==> config.mk <==
export PLATFORM = sky130hd
export DESIGN_NAME = ssdf_formatter
export DESIGN_NICKNAME = d
export VERILOG_FILES = /design/src/rtl/ssdf_pkg.sv /design/src/rtl/ssdf_formatter.sv
export SDC_FILE = /design/constraint.sdc
export NUM_CORES = 1
export LEC_CHECK = 0
export BUFFER_PORTS_ARGS = -buffer_cell sky130_fd_sc_hd__buf_2
export CORE_ASPECT_RATIO = 1.1
export CORE_MARGIN = 4
export CORE_UTILIZATION = 58
export DETAILED_ROUTE_END_ITERATION = 8
export PLACE_DENSITY = 0.85
export SYNTH_ARGS = -nofsm -noshare
export SYNTH_HDL_FRONTEND = slang
export SYNTH_SLANG_ARGS = --single-unit
==> constraint.sdc <==
create_clock -name clk_sys -period 4.3 [get_ports clk_sys]
set_input_delay 0.43 -clock clk_sys [delete_from_list [all_inputs] [get_ports clk_sys]]
set_output_delay 0.43 -clock clk_sys [all_outputs]
set_load 0.01 [all_outputs]
==> src/rtl/ssdf_pkg.sv <==
// Package for the sense data formatter: byte positions, codes and carrier structs.
// Assumes a single core clock domain; shared by the formatter and its bench.
package ssdf_pkg;

    localparam logic [6:0] SSDF_RC_CUR_FIXED  = 7'h70;
    localparam logic [6:0] SSDF_RC_DEF_FIXED  = 7'h71;
    localparam logic [6:0] SSDF_RC_CUR_DESC   = 7'h72;
    localparam logic [6:0] SSDF_RC_DEF_DESC   = 7'h73;

    localparam logic [7:0] SSDF_OP_LONG_READ  = 8'h3E;
    localparam logic [7:0] SSDF_OP_LONG_WRITE = 8'h3F;

    localparam logic [7:0] SSDF_ADD_LEN       = 8'h18;
    localparam logic [7:0] SSDF_FIXED_LEN     = 8'h20;
    localparam logic [7:0] SSDF_DESC_LEN      = 8'h3C;
    localparam logic [7:0] SSDF_ZERO_BYTE     = 8'h00;
    localparam logic [31:0] SSDF_INFO_ZERO    = 32'h0000_0000;

    localparam int SSDF_VALID_BIT = 7;
    localparam int SSDF_LMF_BIT   = 5;

    localparam logic [3:0] SSDF_KEY_NONE      = 4'h0;
    localparam logic [3:0] SSDF_KEY_RECOVERED = 4'h1;
    localparam logic [3:0] SSDF_KEY_NOT_READY = 4'h2;
    localparam logic [3:0] SSDF_KEY_MEDIUM    = 4'h3;
    localparam logic [3:0] SSDF_KEY_HARDWARE  = 4'h4;
    localparam logic [3:0] SSDF_KEY_ILLEGAL   = 4'h5;
    localparam logic [3:0] SSDF_KEY_UNIT_ATTN = 4'h6;
    localparam logic [3:0] SSDF_KEY_PROTECT   = 4'h7;
    localparam logic [3:0] SSDF_KEY_VENDOR    = 4'h9;
    localparam logic [3:0] SSDF_KEY_ABORTED   = 4'hB;
    localparam logic [3:0] SSDF_KEY_MISCMP    = 4'hE;

    // Byte indices inside the 32-byte fixed block.
    localparam logic [4:0] SSDF_B_CODE  = 5'h00;
    localparam logic [4:0] SSDF_B_FLAGS = 5'h02;
    localparam logic [4:0] SSDF_B_INFO0 = 5'h03;
    localparam logic [4:0] SSDF_B_INFO3 = 5'h06;
    localparam logic [4:0] SSDF_B_ALEN  = 5'h07;
    localparam logic [4:0] SSDF_B_ASC   = 5'h0C;
    localparam logic [4:0] SSDF_B_ASCQ  = 5'h0D;
    localparam logic [4:0] SSDF_B_KSF   = 5'h0F;
    localparam logic [4:0] SSDF_B_KSB0  = 5'h10;
    localparam logic [4:0] SSDF_B_KSB1  = 5'h11;
    localparam logic [4:0] SSDF_B_VEN0  = 5'h14;
    localparam logic [4:0] SSDF_B_VEN3  = 5'h17;
    localparam logic [4:0] SSDF_B_CSI0  = 5'h18;
    localparam logic [4:0] SSDF_B_CSI5  = 5'h1D;

    // Error report handed in by the command engine.
    typedef struct packed {
        logic        deferred;
        logic        descFormat;
        logic        requestSense;
        logic [7:0]  allocLen;
        logic [7:0]  opcode;
        logic [3:0]  senseKey;
        logic        infoValid;
        logic        lengthMismatch;
        logic [63:0] infoValue;
        logic [7:0]  addCode;
        logic [7:0]  addQual;
        logic        keySpecificValid;
        logic [6:0]  keySpecificBits;
        logic [15:0] keySpecificBytes;
        logic [31:0] vendorInfo;
        logic [47:0] cmdSpecific;
    } ssdf_report_s;

    typedef enum logic [0:0] {
        SSDF_IDLE = 1'b0,
        SSDF_SEND = 1'b1
    } ssdf_state_e;

    typedef struct packed {
        ssdf_state_e   state;
        ssdf_report_s  rpt;
        logic [31:0]   info;
        logic          valid;
        logic          lmf;
        logic [6:0]    code;
        logic [7:0]    count;
        logic [7:0]    total;
        logic [7:0]    outByte;
        logic          outValid;
        logic          outLast;
    } ssdf_regs_s;

endpackage

==> src/rtl/ssdf_formatter.sv <==
// Sense data formatter: latches one error report and streams the sense block byte by byte.
// Assumes the report comes from logic on clk_sys and the byte sink never stalls.
`timescale 1ns/1ps
`default_nettype none
module ssdf_formatter #(
    parameter logic [7:0] FIXED_LEN = ssdf_pkg::SSDF_FIXED_LEN,
    parameter logic [7:0] DESC_LEN  = ssdf_pkg::SSDF_DESC_LEN
) (
    input  wire logic                  clk_sys,
    input  wire logic                  resetn,
    input  wire logic                  reportValid,
    input  wire ssdf_pkg::ssdf_report_s report,
    output logic                       reportReady,
    output logic [7:0]                 senseByte,
    output logic                       senseValid,
    output logic                       senseLast,
    output logic [7:0]                 senseLength,
    output logic                       busy
);
    import ssdf_pkg::*;

    ssdf_regs_s state_r;
    ssdf_regs_s state_nxt;

    // Descriptor layout is produced elsewhere; this block emits zero bytes after the response code byte.
    function automatic logic [7:0] fixed_byte(input ssdf_regs_s s, input logic [4:0] idx);
        logic [7:0] b;
        b = SSDF_ZERO_BYTE;
        if (idx == SSDF_B_CODE) begin
            b = {s.valid, s.code};
        end else if (idx == SSDF_B_FLAGS) begin
            b = SSDF_ZERO_BYTE;
            b[SSDF_LMF_BIT] = s.lmf;
            b[3:0] = s.rpt.senseKey;
        end else if (idx >= SSDF_B_INFO0 && idx <= SSDF_B_INFO3) begin
            b = s.info[8 * (SSDF_B_INFO3 - idx) +: 8];
        end else if (idx == SSDF_B_ALEN) begin
            b = SSDF_ADD_LEN;
        end else if (idx == SSDF_B_ASC) begin
            b = s.rpt.addCode;
        end else if (idx == SSDF_B_ASCQ) begin
            b = s.rpt.addQual;
        end else if (idx == SSDF_B_KSF) begin
            b = {s.rpt.keySpecificValid, s.rpt.keySpecificBits};
        end else if (idx == SSDF_B_KSB0) begin
            b = s.rpt.keySpecificBytes[15:8];
        end else if (idx == SSDF_B_KSB1) begin
            b = s.rpt.keySpecificBytes[7:0];
        end else if (idx >= SSDF_B_VEN0 && idx <= SSDF_B_VEN3) begin
            b = s.rpt.vendorInfo[8 * (SSDF_B_VEN3 - idx) +: 8];
        end else if (idx >= SSDF_B_CSI0 && idx <= SSDF_B_CSI5) begin
            b = s.rpt.cmdSpecific[8 * (SSDF_B_CSI5 - idx) +: 8];
        end
        // Bytes 1, 8..11, 14, 18..19 and 30..31 fall through as zero.
        return b;
    endfunction

    function automatic logic is_long_cmd(input logic [7:0] op);
        return (op == SSDF_OP_LONG_READ) || (op == SSDF_OP_LONG_WRITE);
    endfunction

    always_comb begin
        logic [7:0] fmtLen;
        logic       fits;
        logic       v;
        logic       m;
        fmtLen = FIXED_LEN;
        fits = 1'b0;
        v = 1'b0;
        m = 1'b0;
        state_nxt = state_r;
        state_nxt.outValid = 1'b0;
        state_nxt.outLast = 1'b0;
        state_nxt.outByte = SSDF_ZERO_BYTE;
        unique case (state_r.state)
            SSDF_IDLE: begin
                if (reportValid) begin
                    fmtLen = report.descFormat ? DESC_LEN : FIXED_LEN;
                    // Residues wider than 32 bits cannot be shown in the fixed format.
                    fits = (report.infoValue[63:32] == SSDF_INFO_ZERO);
                    v = report.infoValid && (fits || report.descFormat);
                    m = report.lengthMismatch && is_long_cmd(report.opcode);
                    state_nxt.rpt = report;
                    state_nxt.valid = v && !report.descFormat;
                    state_nxt.lmf = m && v;
                    state_nxt.info = v ? report.infoValue[31:0] : SSDF_INFO_ZERO;
                    if (report.descFormat) begin
                        state_nxt.code = report.deferred ? SSDF_RC_DEF_DESC
                                                         : SSDF_RC_CUR_DESC;
                    end else begin
                        state_nxt.code = report.deferred ? SSDF_RC_DEF_FIXED
                                                         : SSDF_RC_CUR_FIXED;
                    end
                    if (report.requestSense && report.allocLen < fmtLen) begin
                        state_nxt.total = report.allocLen;
                    end else begin
                        state_nxt.total = fmtLen;
                    end
                    state_nxt.count = SSDF_ZERO_BYTE;
                    state_nxt.state = (state_nxt.total == SSDF_ZERO_BYTE) ? SSDF_IDLE
                                                                            : SSDF_SEND;
                end
            end
            SSDF_SEND: begin
                state_nxt.outByte = state_r.rpt.descFormat && state_r.count != SSDF_ZERO_BYTE
                                    ? SSDF_ZERO_BYTE
                                    : fixed_byte(state_r, state_r.count[4:0]);
                if (state_r.rpt.descFormat && state_r.count == SSDF_ZERO_BYTE) begin
                    state_nxt.outByte = {1'b0, state_r.code};
                end
                state_nxt.outValid = 1'b1;
                state_nxt.count = state_r.count + 8'h01;
                if (state_nxt.count == state_r.total) begin
                    state_nxt.outLast = 1'b1;
                    state_nxt.state = SSDF_IDLE;
                end
            end
        endcase
    end

    always_ff @(posedge clk_sys) begin
        if (!resetn) begin
            state_r <= '0;
        end else begin
            state_r <= state_nxt;
        end
    end

    assign reportReady = (state_r.state == SSDF_IDLE);
    assign senseByte   = state_r.outByte;
    assign senseValid  = state_r.outValid;
    assign senseLast   = state_r.outLast;
    assign senseLength = state_r.total;
    assign busy        = (state_r.state == SSDF_SEND);

endmodule
`default_nettype wire

---- Yosys cells after proc, flatten, opt, wreduce, memory -nomap -nowiden ----
Cells that the tools add are included.
storage, ports and cells
  logic and storage cells ................. 103
  register bits ........................... 277
  input bits .............................. 212
operators by class
  shifts and indexed selects .............. 3
  eq/ne operators ......................... 11
  reductions and logical operators ........ 21
  $lt $le $gt $ge ......................... 7
  mux-type cells .......................... 28
  $add $sub $neg .......................... 4
  bitwise logic cells ..................... 2
operator list
  cell                                                               number
  2-to-1 mux 267 bit                                                 1
  2-to-1 mux 8 bit                                                   14
  indexed part select 32 x 33 -> 8 bit                               2
  indexed part select 48 x 33 -> 8 bit                               1
  logical NOT 32 bit                                                 1
  2-to-1 mux 32 bit                                                  1
  equality test 8 x 6 -> 1 bit, second input constant                2
  logical NOT 8 bit                                                  2
  case mux 8 bit (2 select lines)                                    1
  equality test 5 x 4 -> 1 bit, second input constant                3
  2-to-1 mux 7 bit                                                   2
  subtractor 5 x 5 -> 6 bit, first input constant                    2
  equality test 5 bit, second input constant                         2
  greater-or-equal comparator 5 bit, second input constant           2
  <= comparator 5 bit, second input constant                         2
  logical AND 1 bit                                                  10
  adder 8 x 1 -> 8 bit, second input constant                        1
  equality test 8 bit                                                1
  less-than comparator 8 x 6 -> 1 bit                                1
  nonzero test 8 bit                                                 1
  subtractor 3 x 5 -> 6 bit, first input constant                    1
  equality test 5 x 2 -> 1 bit, second input constant                1
  equality test 5 x 3 -> 1 bit, second input constant                1
  greater-or-equal comparator 5 x 2 -> 1 bit, second input constant  1
  other kinds (12)                                                   20

---- Logic depth before layout (Yosys ltp) ----
Gate-level depths: netlist (run 1).
  word-level depth ........................ 15
  mapped depth ............................ 12
  depth with buffers taken out ............ 9

---- Worst setup path after synthesis (run 1) ----
Ideal clock, no wire load.
  kind .................................... reg2reg
  from .................................... register state_r[19] (netlist bit)
  to ...................................... register state_r (netlist bit senseByte[2])
  stages on the path, launching flop included .. 10
  data arrival time ....................... 2.431 ns
  slack ................................... 1.749 ns
  library setup time ...................... 0.120 ns
  path buffers ............................ 1
  period minus slack after synthesis ...... 2.551 ns
  data required time ...................... 4.180 ns
  cell sequence ........................... dfxtp_1 > clkinv_1 > ha_1 > buf_6 > mux4_2 > a22oi_1 > nor2_1 > a2111oi_1 > or4_1 > a21oi_1
between the ends
  longest elaborated chain between the ends .. 15
RTL lines
  element                                                                    line                                        RTL
  start, declared                                                            ssdf_formatter.sv:22                        ssdf_regs_s state_r;
  start signal, assigned                                                     ssdf_formatter.sv:125                       state_r <= state_nxt;
  subtractor 5 x 5 -> 6 bit, or another cell as far along                    ssdf_formatter.sv:52                        b = s.rpt.cmdSpecific[8 * (SSDF_B_CSI5 - idx) +: 8];
  indexed part select 48 x 33 -> 8 bit or logical AND 1 bit (tied branches)  ssdf_formatter.sv:52, ssdf_formatter.sv:51
  2-to-1 mux 8 bit                                                           ssdf_formatter.sv:51                        end else if (idx >= SSDF_B_CSI0 && idx <= SSDF_B_CSI5) begin
  2-to-1 mux 8 bit                                                           ssdf_formatter.sv:49                        end else if (idx >= SSDF_B_VEN0 && idx <= SSDF_B_VEN3) begin
  2-to-1 mux 8 bit                                                           ssdf_formatter.sv:47                        end else if (idx == SSDF_B_KSB1) begin
  2-to-1 mux 8 bit                                                           ssdf_formatter.sv:45                        end else if (idx == SSDF_B_KSB0) begin
  2-to-1 mux 8 bit                                                           ssdf_formatter.sv:43                        end else if (idx == SSDF_B_KSF) begin
  2-to-1 mux 8 bit                                                           ssdf_formatter.sv:41                        end else if (idx == SSDF_B_ASCQ) begin
  2-to-1 mux 8 bit                                                           ssdf_formatter.sv:39                        end else if (idx == SSDF_B_ASC) begin
  2-to-1 mux 8 bit                                                           ssdf_formatter.sv:37                        end else if (idx == SSDF_B_ALEN) begin
  2-to-1 mux 8 bit                                                           ssdf_formatter.sv:35                        end else if (idx >= SSDF_B_INFO0 && idx <= SSDF_B_INFO3) begin
  2-to-1 mux 8 bit                                                           ssdf_formatter.sv:31                        end else if (idx == SSDF_B_FLAGS) begin
  2-to-1 mux 8 bit                                                           ssdf_formatter.sv:29                        if (idx == SSDF_B_CODE) begin
  2-to-1 mux 7 bit                                                           ssdf_formatter.sv:106                       ? SSDF_ZERO_BYTE
  2-to-1 mux 7 bit *                                                         ssdf_formatter.sv:108                       if (state_r.rpt.descFormat && state_r.count == SSDF_ZERO_BYTE) begin
Mark *: on every way between the ends. The rest lies on a longest branch, timed or not.
A chain may end at the register's enable or synchronous reset.

---- Final worst setup path (run 1) ----
Same ends and word-level chain as after synthesis.

==> reports/metrics.yaml, run 1 <==
finalWeightedCongestion: 0.963
grt_use_met2_pct: 45.1
clk_latency_ps: 440
synth_cells: 1042
drive_above_1_share_pct: 25.7
antenna_found_initial: 2
async_reset_ff_share_pct: 0
p_sw_mw: 1.03
fmax_mhz: 291
crit_path_end_kind: "flop"
die_h_um: 139
ctsHoldBuffers: 0
slew-limit-headroom_pct: 38.9
crit_type: "reg -> reg"
die_w_um: 128
wl_um: 24800
path_max_fanout: 19
rows: 47
cts_tree: "done"
setup_slack_ps: 862
switching_share_pct: 25.9
slowest_delay_ps: 700
min-delay-path-class: "in -> reg"
timing.max_cap.violations: 0
cts_buffers: 17
num_vias: 8035
report.final.slew_viol_count: 0
ys.flop_type: "dfxtp_1"
rsz0062_at_grt: "false"
grt_max_degree: 140
ys_warn_count: 0
ys_seq_elements: 188
io-pin-count: 232
cts_resized: 0
regToRegSetupSlack_ps: 860
portBuffers: 230
clock_power_share_pct: 38.4
pwr-share-seq_pct: 48.0
ant_nets: 0
required_ps: 4620
grt.overflow.total: 0
intPower_mw: 2.95
pre_cts_slack_ps: 921
first_iter_violations: 686
yosys.area.top_type: "dfxtp_1"
grt_pass1_vias: 7632
syn_area_mm2: 0.00911
viasPerCell: 5.67
initial_core_util_pct: 59.8
worst_slew_pin_slew_ps: 917
period_needed_ps: 3440
fin_hold_ws_ps: 236
rr_startpoint: "state_r[19]"
grt_use_met1_pct: 36.3
finalHoldViolCount: 0
synth_fp_nets: 1265
p_leak_nw: 4.31
drt-pass1-iter-count: 8
wl_per_cell_um: 17.5
cts-root-buf: "clkbuf_16"
core_mm2: 0.0152
synth.area.top_cells: "dfxtp_1 41%, nand2_1 12%, a21boi_0 11%"
cts_setup_buffers: 0
setup_viol: 0
synth_top_cell_area_share_pct: 41.3
dp_hpwl_um: 17600
yosysSeqAreaShare_pct: 41.3
top_usage_layer: "met2"
crit_slowest_cell: "ha_1"
timing.setup.tns_ps: 0
min_to: "state_r[111]"
cts_sinks: 188
reg2reg_depth: 9
grtUsageMet3_pct: 5.14
grt_use_total_pct: 27.4
peakVddDrop_mv: 0.276
fin_worst_skew_ps: 6.99
timing.rr.end: "senseByte[2]"
drc: 0
die_area_mm2: 0.0178
syn_area_per_cell_um2: 8.75
status: "complete, no violations"
h-tree-depth: 4
grt_pass1_wl_um: 39000
yosysUniqueCellTypes: 70
min-delay-start: "report[44]"
cp_data_arrival_time_ps: 3760
holdPathStages: 3
path_cells: "buf_4 -> clkinv_1 -> ha_1 -> mux4_2 -> a22oi_1 -> nor2_1 -> a2111oi_1 -> or4_1 -> a21oi_1"
fin_crit_sh_pct: 79.9
path_clk_slew_ps: 70
pwr_density_cell_mw_per_mm2: 373
start_kind: "flop"
area_growth_pct: 17.1
synth_edf_count: 0
design.final.nets: 1430
cts.path.max_buffers: 2
p_comb_share_pct: 13.5
worst max path at each step:
stage / from / endpoint / slack [ps] / depth (start not counted)
after global placement: state_r[19] / senseByte[2] / 980 / 9
after CTS: state_r[19] / senseByte[2] / 900 / 9
after floorplan: state_r[19] / senseByte[2] / 1750 / 9
after detailed placement: state_r[19] / senseByte[2] / 920 / 9
final: state_r[19] / senseByte[2] / 860 / 9
after global routing: state_r[19] / senseByte[2] / 650 / 9
area by class of cell:
type,count,area [um^2]
timing repair buffer,240,1250
tap,196,245
multi-input combinational,751,4800
clock buffer,21,450
antenna,1,2.50
clock inverter,11,120
inverter,9,33.8
sequential,188,3760
fill,1269,4560
critical path, delay by kind of cell, from the launching register on:
family | cells | cell delay, ps
compound gates | 3 | 840
fa+ha+maj | 1 | 700
buf+inv | 2 | 630
mux | 1 | 580
flops | 1 | 310
simple gates | 2 | 260
per-layer routing:
metal / share of wire [%] / wire (um)
met2: 49 / 12100
met1: 42 / 10400
met4: 2.2 / 557
met3: 6.9 / 1710
met5: 0.028 / 7
sequential cells by signal (all words and copies together), names as in the netlist:
signal	flops
state_r	169
senseByte	8
senseLength	8
busy	1
senseLast	1
senseValid	1
cell families (layout without fill, tap and decap cells):
logic type,Yosys count,count (layout),synth area share (%)
other,0,1,0
muxes,37,37,7.70
AOI/OAI and AO/OA,264,264,21.2
and+or+nand+nor,426,426,20.9
buffers and inverters,103,281,6.16
xor gates and xnor gates,13,13,1.25
DFF,188,188,41.3
adders and majority gates,11,11,1.51
synthesized netlist by cell type (all sizes together) (3+ instances only):
master / count
a211oi: 3
a21boi: 129
a21o: 4
a21oi: 25
a22oi: 43
a31oi: 4
a32o: 3
and2: 3
and3: 5
buf: 44
clkbuf: 50
clkinv: 3
dfxtp: 188
ha: 11
inv: 6
mux2: 7
mux2i: 6
mux4: 24
nand2: 287
nand2b: 4
nand3: 16
nand4: 5
nor2: 32
nor2b: 40
nor3: 13
nor4: 9
o2111ai: 3
o21a: 4
o21ai: 25
o31ai: 3
xnor2: 9
xor2: 4
through the flow:
stage               power [mW]  instance area (um^2)  util [%]  std cells
finish                    3.98                 10700      70.1       1417
global placement          2.47                 10100      66.3       1384
global route              4.14                 10700      70.1       1417
floorplan                 2.28                  9110         -       1042
detailed placement        2.48                 10100      66.3       1384
CTS                       4.00                 10700      70.1       1416
power by group through the flow:
stage / clock network, mW / registers [mW] / logic [mW]
5_1_grt: 1.62 / 1.92 / 0.595
3_5_place_dp: 0 / 1.95 / 0.534
3_3_place_gp: 0 / 1.94 / 0.522
4_1_cts: 1.55 / 1.91 / 0.540
6_report: 1.53 / 1.91 / 0.539
2_1_floorplan: 0 / 1.92 / 0.365
placed cells by master (no fill, tap or decap), types with 18 or more instances in the layout:
cell type,count
mux4_2,18
nor2b_1,39
nor2_1,31
a21boi_0,129
a22oi_1,42
a21oi_1,24
o21ai_0,23
buf_2,229
dfxtp_1,187
nand2_1,285
(Power assumes the default switching activity.)
==> inputs of run 2 (changes only) <==
ABC_AREA = 1   (was default)
CORE_UTILIZATION = 48   (was 58)
PLACE_DENSITY = 0.75   (was 0.85)
clock period = 3.1 ns   (was 4.3 ns; I/O delays follow)
==> run 2 against run 1 <==
Design area down 0.48%; cell count up 19%; die area up 18%; combinational power up 72%; critical endpoint is now senseByte[0]; largest cell class unchanged; sequential power up 43%; first-iteration DRC count down 4.5%; sequential share of layout area up 0.17 points.
==> reports/metrics.yaml, run 2 <==
ys_seq_elements: 188  # unchanged
grt_max_degree: 170  # +21%
intPower_mw: 4.17  # +41%
cts_setup_buffers: 0  # unchanged
core_mm2: 0.0184  # +21%
status: "complete, no violations"
timing.setup.tns_ps: 0  # unchanged
io-pin-count: 232  # unchanged
h-tree-depth: 4  # unchanged
p_sw_mw: 1.69  # +64%
clock_power_share_pct: 37.6  # -0.8 points
grt_pass1_wl_um: 41500  # +6.3%
area_growth_pct: 18.3
die_h_um: 151  # +8.6%
viasPerCell: 5.35  # -5.7%
grt_use_total_pct: 24.7  # -2.7 points
slew-limit-headroom_pct: 53.0  # +14 points
async_reset_ff_share_pct: 0  # unchanged
finalPower_mw: 5.87  # +47%
cp_data_arrival_time_ps: 2980  # -780 ps
die_w_um: 138  # +8.5%
regMostFlops: "state_r"
dp_hpwl_um: 18900  # +7.8%
synth_fp_nets: 1491  # +18%
setup_viol: 0  # unchanged
ys_warn_count: 0  # unchanged
cpMostUsedCell: "nand2_1"
cts_tree: "done"
start_kind: "flop"
yosysUniqueCellTypes: 44  # -37%
initial_core_util_pct: 48.8  # -11 points
min-delay-path-class: "in -> reg"
peakVddDrop_mv: 0.418  # +51%
cts.path.max_buffers: 2  # unchanged
final_common_cell: "buf_2"
timing.max_cap.violations: 0  # unchanged
crit_path_end_kind: "flop"
pwr-share-seq_pct: 46.5  # -1.5 points
crit_type: "reg -> reg"
grt.overflow.total: 0  # unchanged
synth.most_common_cell: "o21ai_0"
synth_cells: 1268  # +22%
report.final.slew_viol_count: 0  # unchanged
synth_edf_count: 0  # unchanged
slowest_delay_ps: 640  # -60 ps
p_leak_nw: 4.81  # +12%
path_max_fanout: 11  # -8
first_iter_violations: 655  # -4.5%
synth_top_cell_area_share_pct: 41.9  # +0.63 points
rows: 52  # +11%
wl_per_cell_um: 15.6  # -11%
layout_common_cells: "229 x buf_2, 207 x o21ai_0, 187 x dfxtp_1"
cts_resized: 0  # unchanged
switching_share_pct: 28.9  # +3.0 points
largest_register_ffs: 169  # unchanged
synth.area.top_cells: "dfxtp_1 42%, o21ai_0 12%, a21oi_1 9.0%"
fin_crit_sh_pct: 85.4  # +5.5 points
fin_worst_skew_ps: 11.8  # +4.83 ps
finalWeightedCongestion: 0.892  # -7.3%
finalHoldViolCount: 0  # unchanged
p_comb_share_pct: 15.8  # +2.3 points
drc: 0  # unchanged
ant_nets: 0  # unchanged
wl_um: 26300  # +6.1%
ctsHoldBuffers: 0  # unchanged
antenna_found_initial: 1  # -1
ys.flop_type: "dfxtp_1"
cts_buffers: 17  # unchanged
cts-root-buf: "clkbuf_16"
yosysSeqAreaShare_pct: 41.9  # +0.63 points
path_clk_slew_ps: 70  # about the same
clk_latency_ps: 440  # about the same
diodes: 0  # -1
portBuffers: 230  # unchanged
rsz0062_at_grt: "false"
required_ps: 3440  # -1180 ps
crit_slowest_cell: "dfxtp_1"
die_area_mm2: 0.0210  # +18%
worst_slew_pin_slew_ps: 704  # -212 ps
cts_sinks: 188  # unchanged
design.final.nets: 1648  # +15%
num_vias: 8989  # +12%
drt-pass1-iter-count: 5  # -3
syn_area_mm2: 0.00898  # -1.5%
drive_above_1_share_pct: 21.1  # -4.7 points
yosys.area.top_type: "dfxtp_1"
syn_area_per_cell_um2: 7.08  # -19%
period_needed_ps: 2650  # -790 ps
fmax_mhz: 378  # +30%
pwr_density_cell_mw_per_mm2: 552  # +48%
grt_pass1_vias: 8389  # +9.9%
path_cells: "ha_1 -> clkinv_1 -> nand3_1 -> nand2_1 -> nand2_1 -> nand2_1 -> nand2_1 -> a31oi_1 -> o21ai_0 -> nand2_1 -> nand2_1 -> nand3_1 -> nand2_1 -> nand2_1"
synth_common_cells: "207 x o21ai_0, 188 x dfxtp_1, 178 x nor2_1"
[run 2: path summary, 6_finish.rpt]
check	start	slack, ps	depth (start not counted)	to
worst max register to register	state_r[20]	450	14	senseByte[0]
worst min-delay path	report[208]	100	3	state_r[26]
worst max-delay path	state_r[20]	450	14	senseByte[0]
worst min register to register	state_r[86]	450	2	state_r[86]
[run 2: power by group through the flow]
stage,clock network [mW],registers [mW],logic (mW)
finish,2.21,2.73,0.929
global route,2.33,2.74,1.06
CTS,2.23,2.73,0.929
detailed placement,0,2.78,0.921
global placement,0,2.77,0.907
floorplan,0,2.74,0.635
[run 2: cell type report]
type | instances | area [um^2]
multi-input cells | 869 | 4260
inverters | 107 | 412
clock inverters | 14 | 160
fillers | 1784 | 7790
well taps | 243 | 304
repair buffers | 242 | 1290
flip-flops and latches | 188 | 3760
clock buffers | 18 | 429
[run 2: kinds of logic after synthesis]
| kind of cell | Yosys count | synth area share [%] |
|---|---|---|
| and+or+nand+nor | 443 | 21.4 |
| AOI/OAI and AO/OA | 404 | 23.2 |
| buffers and inverters | 211 | 10.7 |
| DFF | 188 | 41.9 |
| xor gates and xnor gates | 11 | 1.16 |
| adders and majority gates | 11 | 1.53 |
[run 2: worst max-delay path, delay by kind of cell, from the launching register on]
family                   cells  cell delay [ps]
AO/OA/AOI/OAI                2              280
adder cells (fa/ha/maj)      1              460
buffers and inverters        1              360
flip-flops                   1              640
AND/OR/NAND/NOR             10              810
[run 2: stage by stage]
step	area, um^2	std cells	hold slack [ps]	setup slack (ps)	util (%)
after CTS	10600	1681	82.0	469	57.7
after floorplan	8980	1268	420	580	-
final	10600	1681	96.7	453	57.7
after global placement	10000	1649	434	564	54.5
after global routing	10600	1681	82.0	220	57.7
after detailed placement	10000	1649	439	494	54.5
[run 2: layer usage]
layer	wire [um]	up-vias	track usage, %
met4	986	0	11.3
met1	10600	4077	29.4
li1	-	4510	-
met2	13000	335	43.1
met3	1700	67	4.99
met5	0	-	0
==> inputs of run 3 (changes only) <==
CORE_UTILIZATION = 53   (was 48)
PLACE_DENSITY = 0.79   (was 0.75)
clock period = 2.9 ns   (was 3.1 ns; I/O delays follow)
==> run 3 against run 2 <==
Global-route usage grew 2.0 points; clock-buffer cell count grew 3; via count grew 1.3%; sequential power grew 7%; non-clock buffer count grew 4; die area shrank 8.9%; first-iteration DRC count grew 20%; critical path depth shrank 2; core utilization grew 7.0 points; total power grew 10%; design area grew 0.45%; flip-flop and latch count is the same; critical endpoint is now senseByte[5].
==> reports/metrics.yaml, run 3 (synthesis results as in run 2) <==
cp_data_arrival_time_ps: 2780  # -200 ps
fin_util_pct: 64.7  # +7.0 points
ctsHoldBuffers: 0  # unchanged
fillCellCount: 1482  # -17%
finalPower_mw: 6.46  # +10%
timing.rr.end: "senseByte[5]"
dp_hpwl_um: 18100  # -4.4%
crit_path_end_kind: "flop"
path_clk_slew_ps: 70  # about the same
finalWeightedCongestion: 0.934  # +4.7%
largest_register_ffs: 169  # unchanged
grt_use_total_pct: 26.7  # +2.0 points
cts_tree: "done"
layout_common_cells: "229 x buf_2, 207 x o21ai_0, 187 x dfxtp_1"
wl_per_cell_um: 15.7  # +0.36%
die_w_um: 132  # -4.6%
rr_startpoint: "state_r[19]"
die_area_mm2: 0.0191  # -8.9%
timing.critical_path.from: "state_r[19]"
cts_buffers: 17  # unchanged
min-delay-path-class: "in -> reg"
cts.path.max_buffers: 2  # unchanged
fin_crit_sh_pct: 83.4  # -2.0 points
design.final.nets: 1652  # +0.24%
p_leak_nw: 4.85  # +0.94%
rsz0062_at_grt: "false"
pwr_density_cell_mw_per_mm2: 605  # +9.6%
status: "complete, no violations"
crit_path_end: "senseByte[5]"
start_kind: "flop"
period_needed_ps: 2420  # -228 ps
timing.setup.tns_ps: 0  # unchanged
fin_worst_skew_ps: 8.32  # -3.49 ps
reg2reg_depth: 12  # -2
cts_resized: 0  # unchanged
initial_core_util_pct: 54.4  # +5.7 points
dp.cells: 1614  # -2.1%
first_iter_violations: 787  # +20%
fmax_mhz: 413  # +9.4%
regMostFlops: "state_r"
setup_viol: 0  # unchanged
num_vias: 9102  # +1.3%
drt-pass1-iter-count: 5  # unchanged
finalHoldViolCount: 0  # unchanged
report.final.slew_viol_count: 0  # unchanged
slew-limit-headroom_pct: 41.1  # -12 points
crit_type: "reg -> reg"
core_mm2: 0.0165  # -10%
stdcell_count: 1647  # -2.0%
cts-root-buf: "clkbuf_16"
min-delay-start: "report[48]"
timing.max_cap.violations: 0  # unchanged
cts_sinks: 188  # unchanged
area_growth_pct: 18.9
grt_pass1_wl_um: 41400  # -0.27%
ant_nets: 0  # unchanged
antenna_found_initial: 1  # unchanged
drive_above_1_share_pct: 21.2  # +0.15 points
rows: 49  # -5.8%
h-tree-depth: 4  # unchanged
path_max_fanout: 20  # +9
required_ps: 3260  # -180 ps
drc: 0  # unchanged
portBuffers: 230  # unchanged
viasPerCell: 5.53  # +3.3%
cts_setup_buffers: 0  # unchanged
die_h_um: 145  # -4.6%
regToRegSetupSlack_ps: 480  # +30 ps
worst_slew_pin_slew_ps: 880  # +175 ps
grt.overflow.total: 0  # unchanged
holdPathStages: 3  # unchanged
grt_pass1_vias: 8691  # +3.6%
final_common_cell: "buf_2"
peakVddDrop_mv: 0.448  # +7.2%
wl_um: 25800  # -1.7%
io-pin-count: 232  # unchanged
grt_max_degree: 170  # unchanged
clk_latency_ps: 430  # about the same
-- run 3: where the power goes --
| part | internal, mW | switching (mW) | total (mW) | leakage [nW] |
|---|---|---|---|---|
| registers | 2.80 | 0.112 | 2.92 | 1.55 |
| clock network | 1.51 | 1.03 | 2.53 | 0.309 |
| logic | 0.377 | 0.631 | 1.01 | 2.99 |
| total | 4.69 | 1.77 | 6.46 | 4.85 |
-- run 3: layout make-up --
type | instances | area (um^2) | area share (%)
Clock buffer | 21 | 460 | 4.31
Inverter | 107 | 412 | 3.86
Tap cell | 204 | 255 | 2.39
Multi-Input combinational cell | 869 | 4260 | 39.9
Timing Repair Buffer | 246 | 1340 | 12.5
Antenna cell | 1 | 2.50 | 0.0234
Sequential cell | 188 | 3760 | 35.3
Clock inverter | 11 | 180 | 1.69
-- run 3: routing by layer --
layer	vias up	GRT usage (%)	part of all wire [%]
li1	4509	-	-
met3	68	5.32	7.3
met1	4119	32.7	41
met2	406	45.5	48
met5	-	0	0
met4	0	12.6	3.6
-- run 3: critical path: stages (launching register included) --
cell     delay (ps)
dfxtp_1         390
inv_2            90
buf_4           270
ha_1            260
nor3b_2         740
a21oi_1          90
nand2_1         130
nand2_1          70
nand2_1          50
nand2_1          40
nand2_1          50
nand2_1          60
a21oi_2         110
-- run 3: how the worst min path moves through the flow --
stage                         to
finish              state_r[115]
global route        state_r[118]
CTS                 state_r[115]
detailed placement  state_r[129]
global placement    state_r[102]
floorplan           state_r[102]
-- run 3: per-stage QoR --
| step | hold slack, ps | instance area (um^2) | setup slack, ps |
|---|---|---|---|
| 5_1_grt | 82.7 | 10700 | 179 |
| 6_report | 78.2 | 10700 | 480 |
| 2_1_floorplan | 420 | 8980 | 380 |
| 3_5_place_dp | 439 | 10000 | 528 |
| 3_3_place_gp | 430 | 10000 | 535 |
| 4_1_cts | 71.9 | 10700 | 514 |
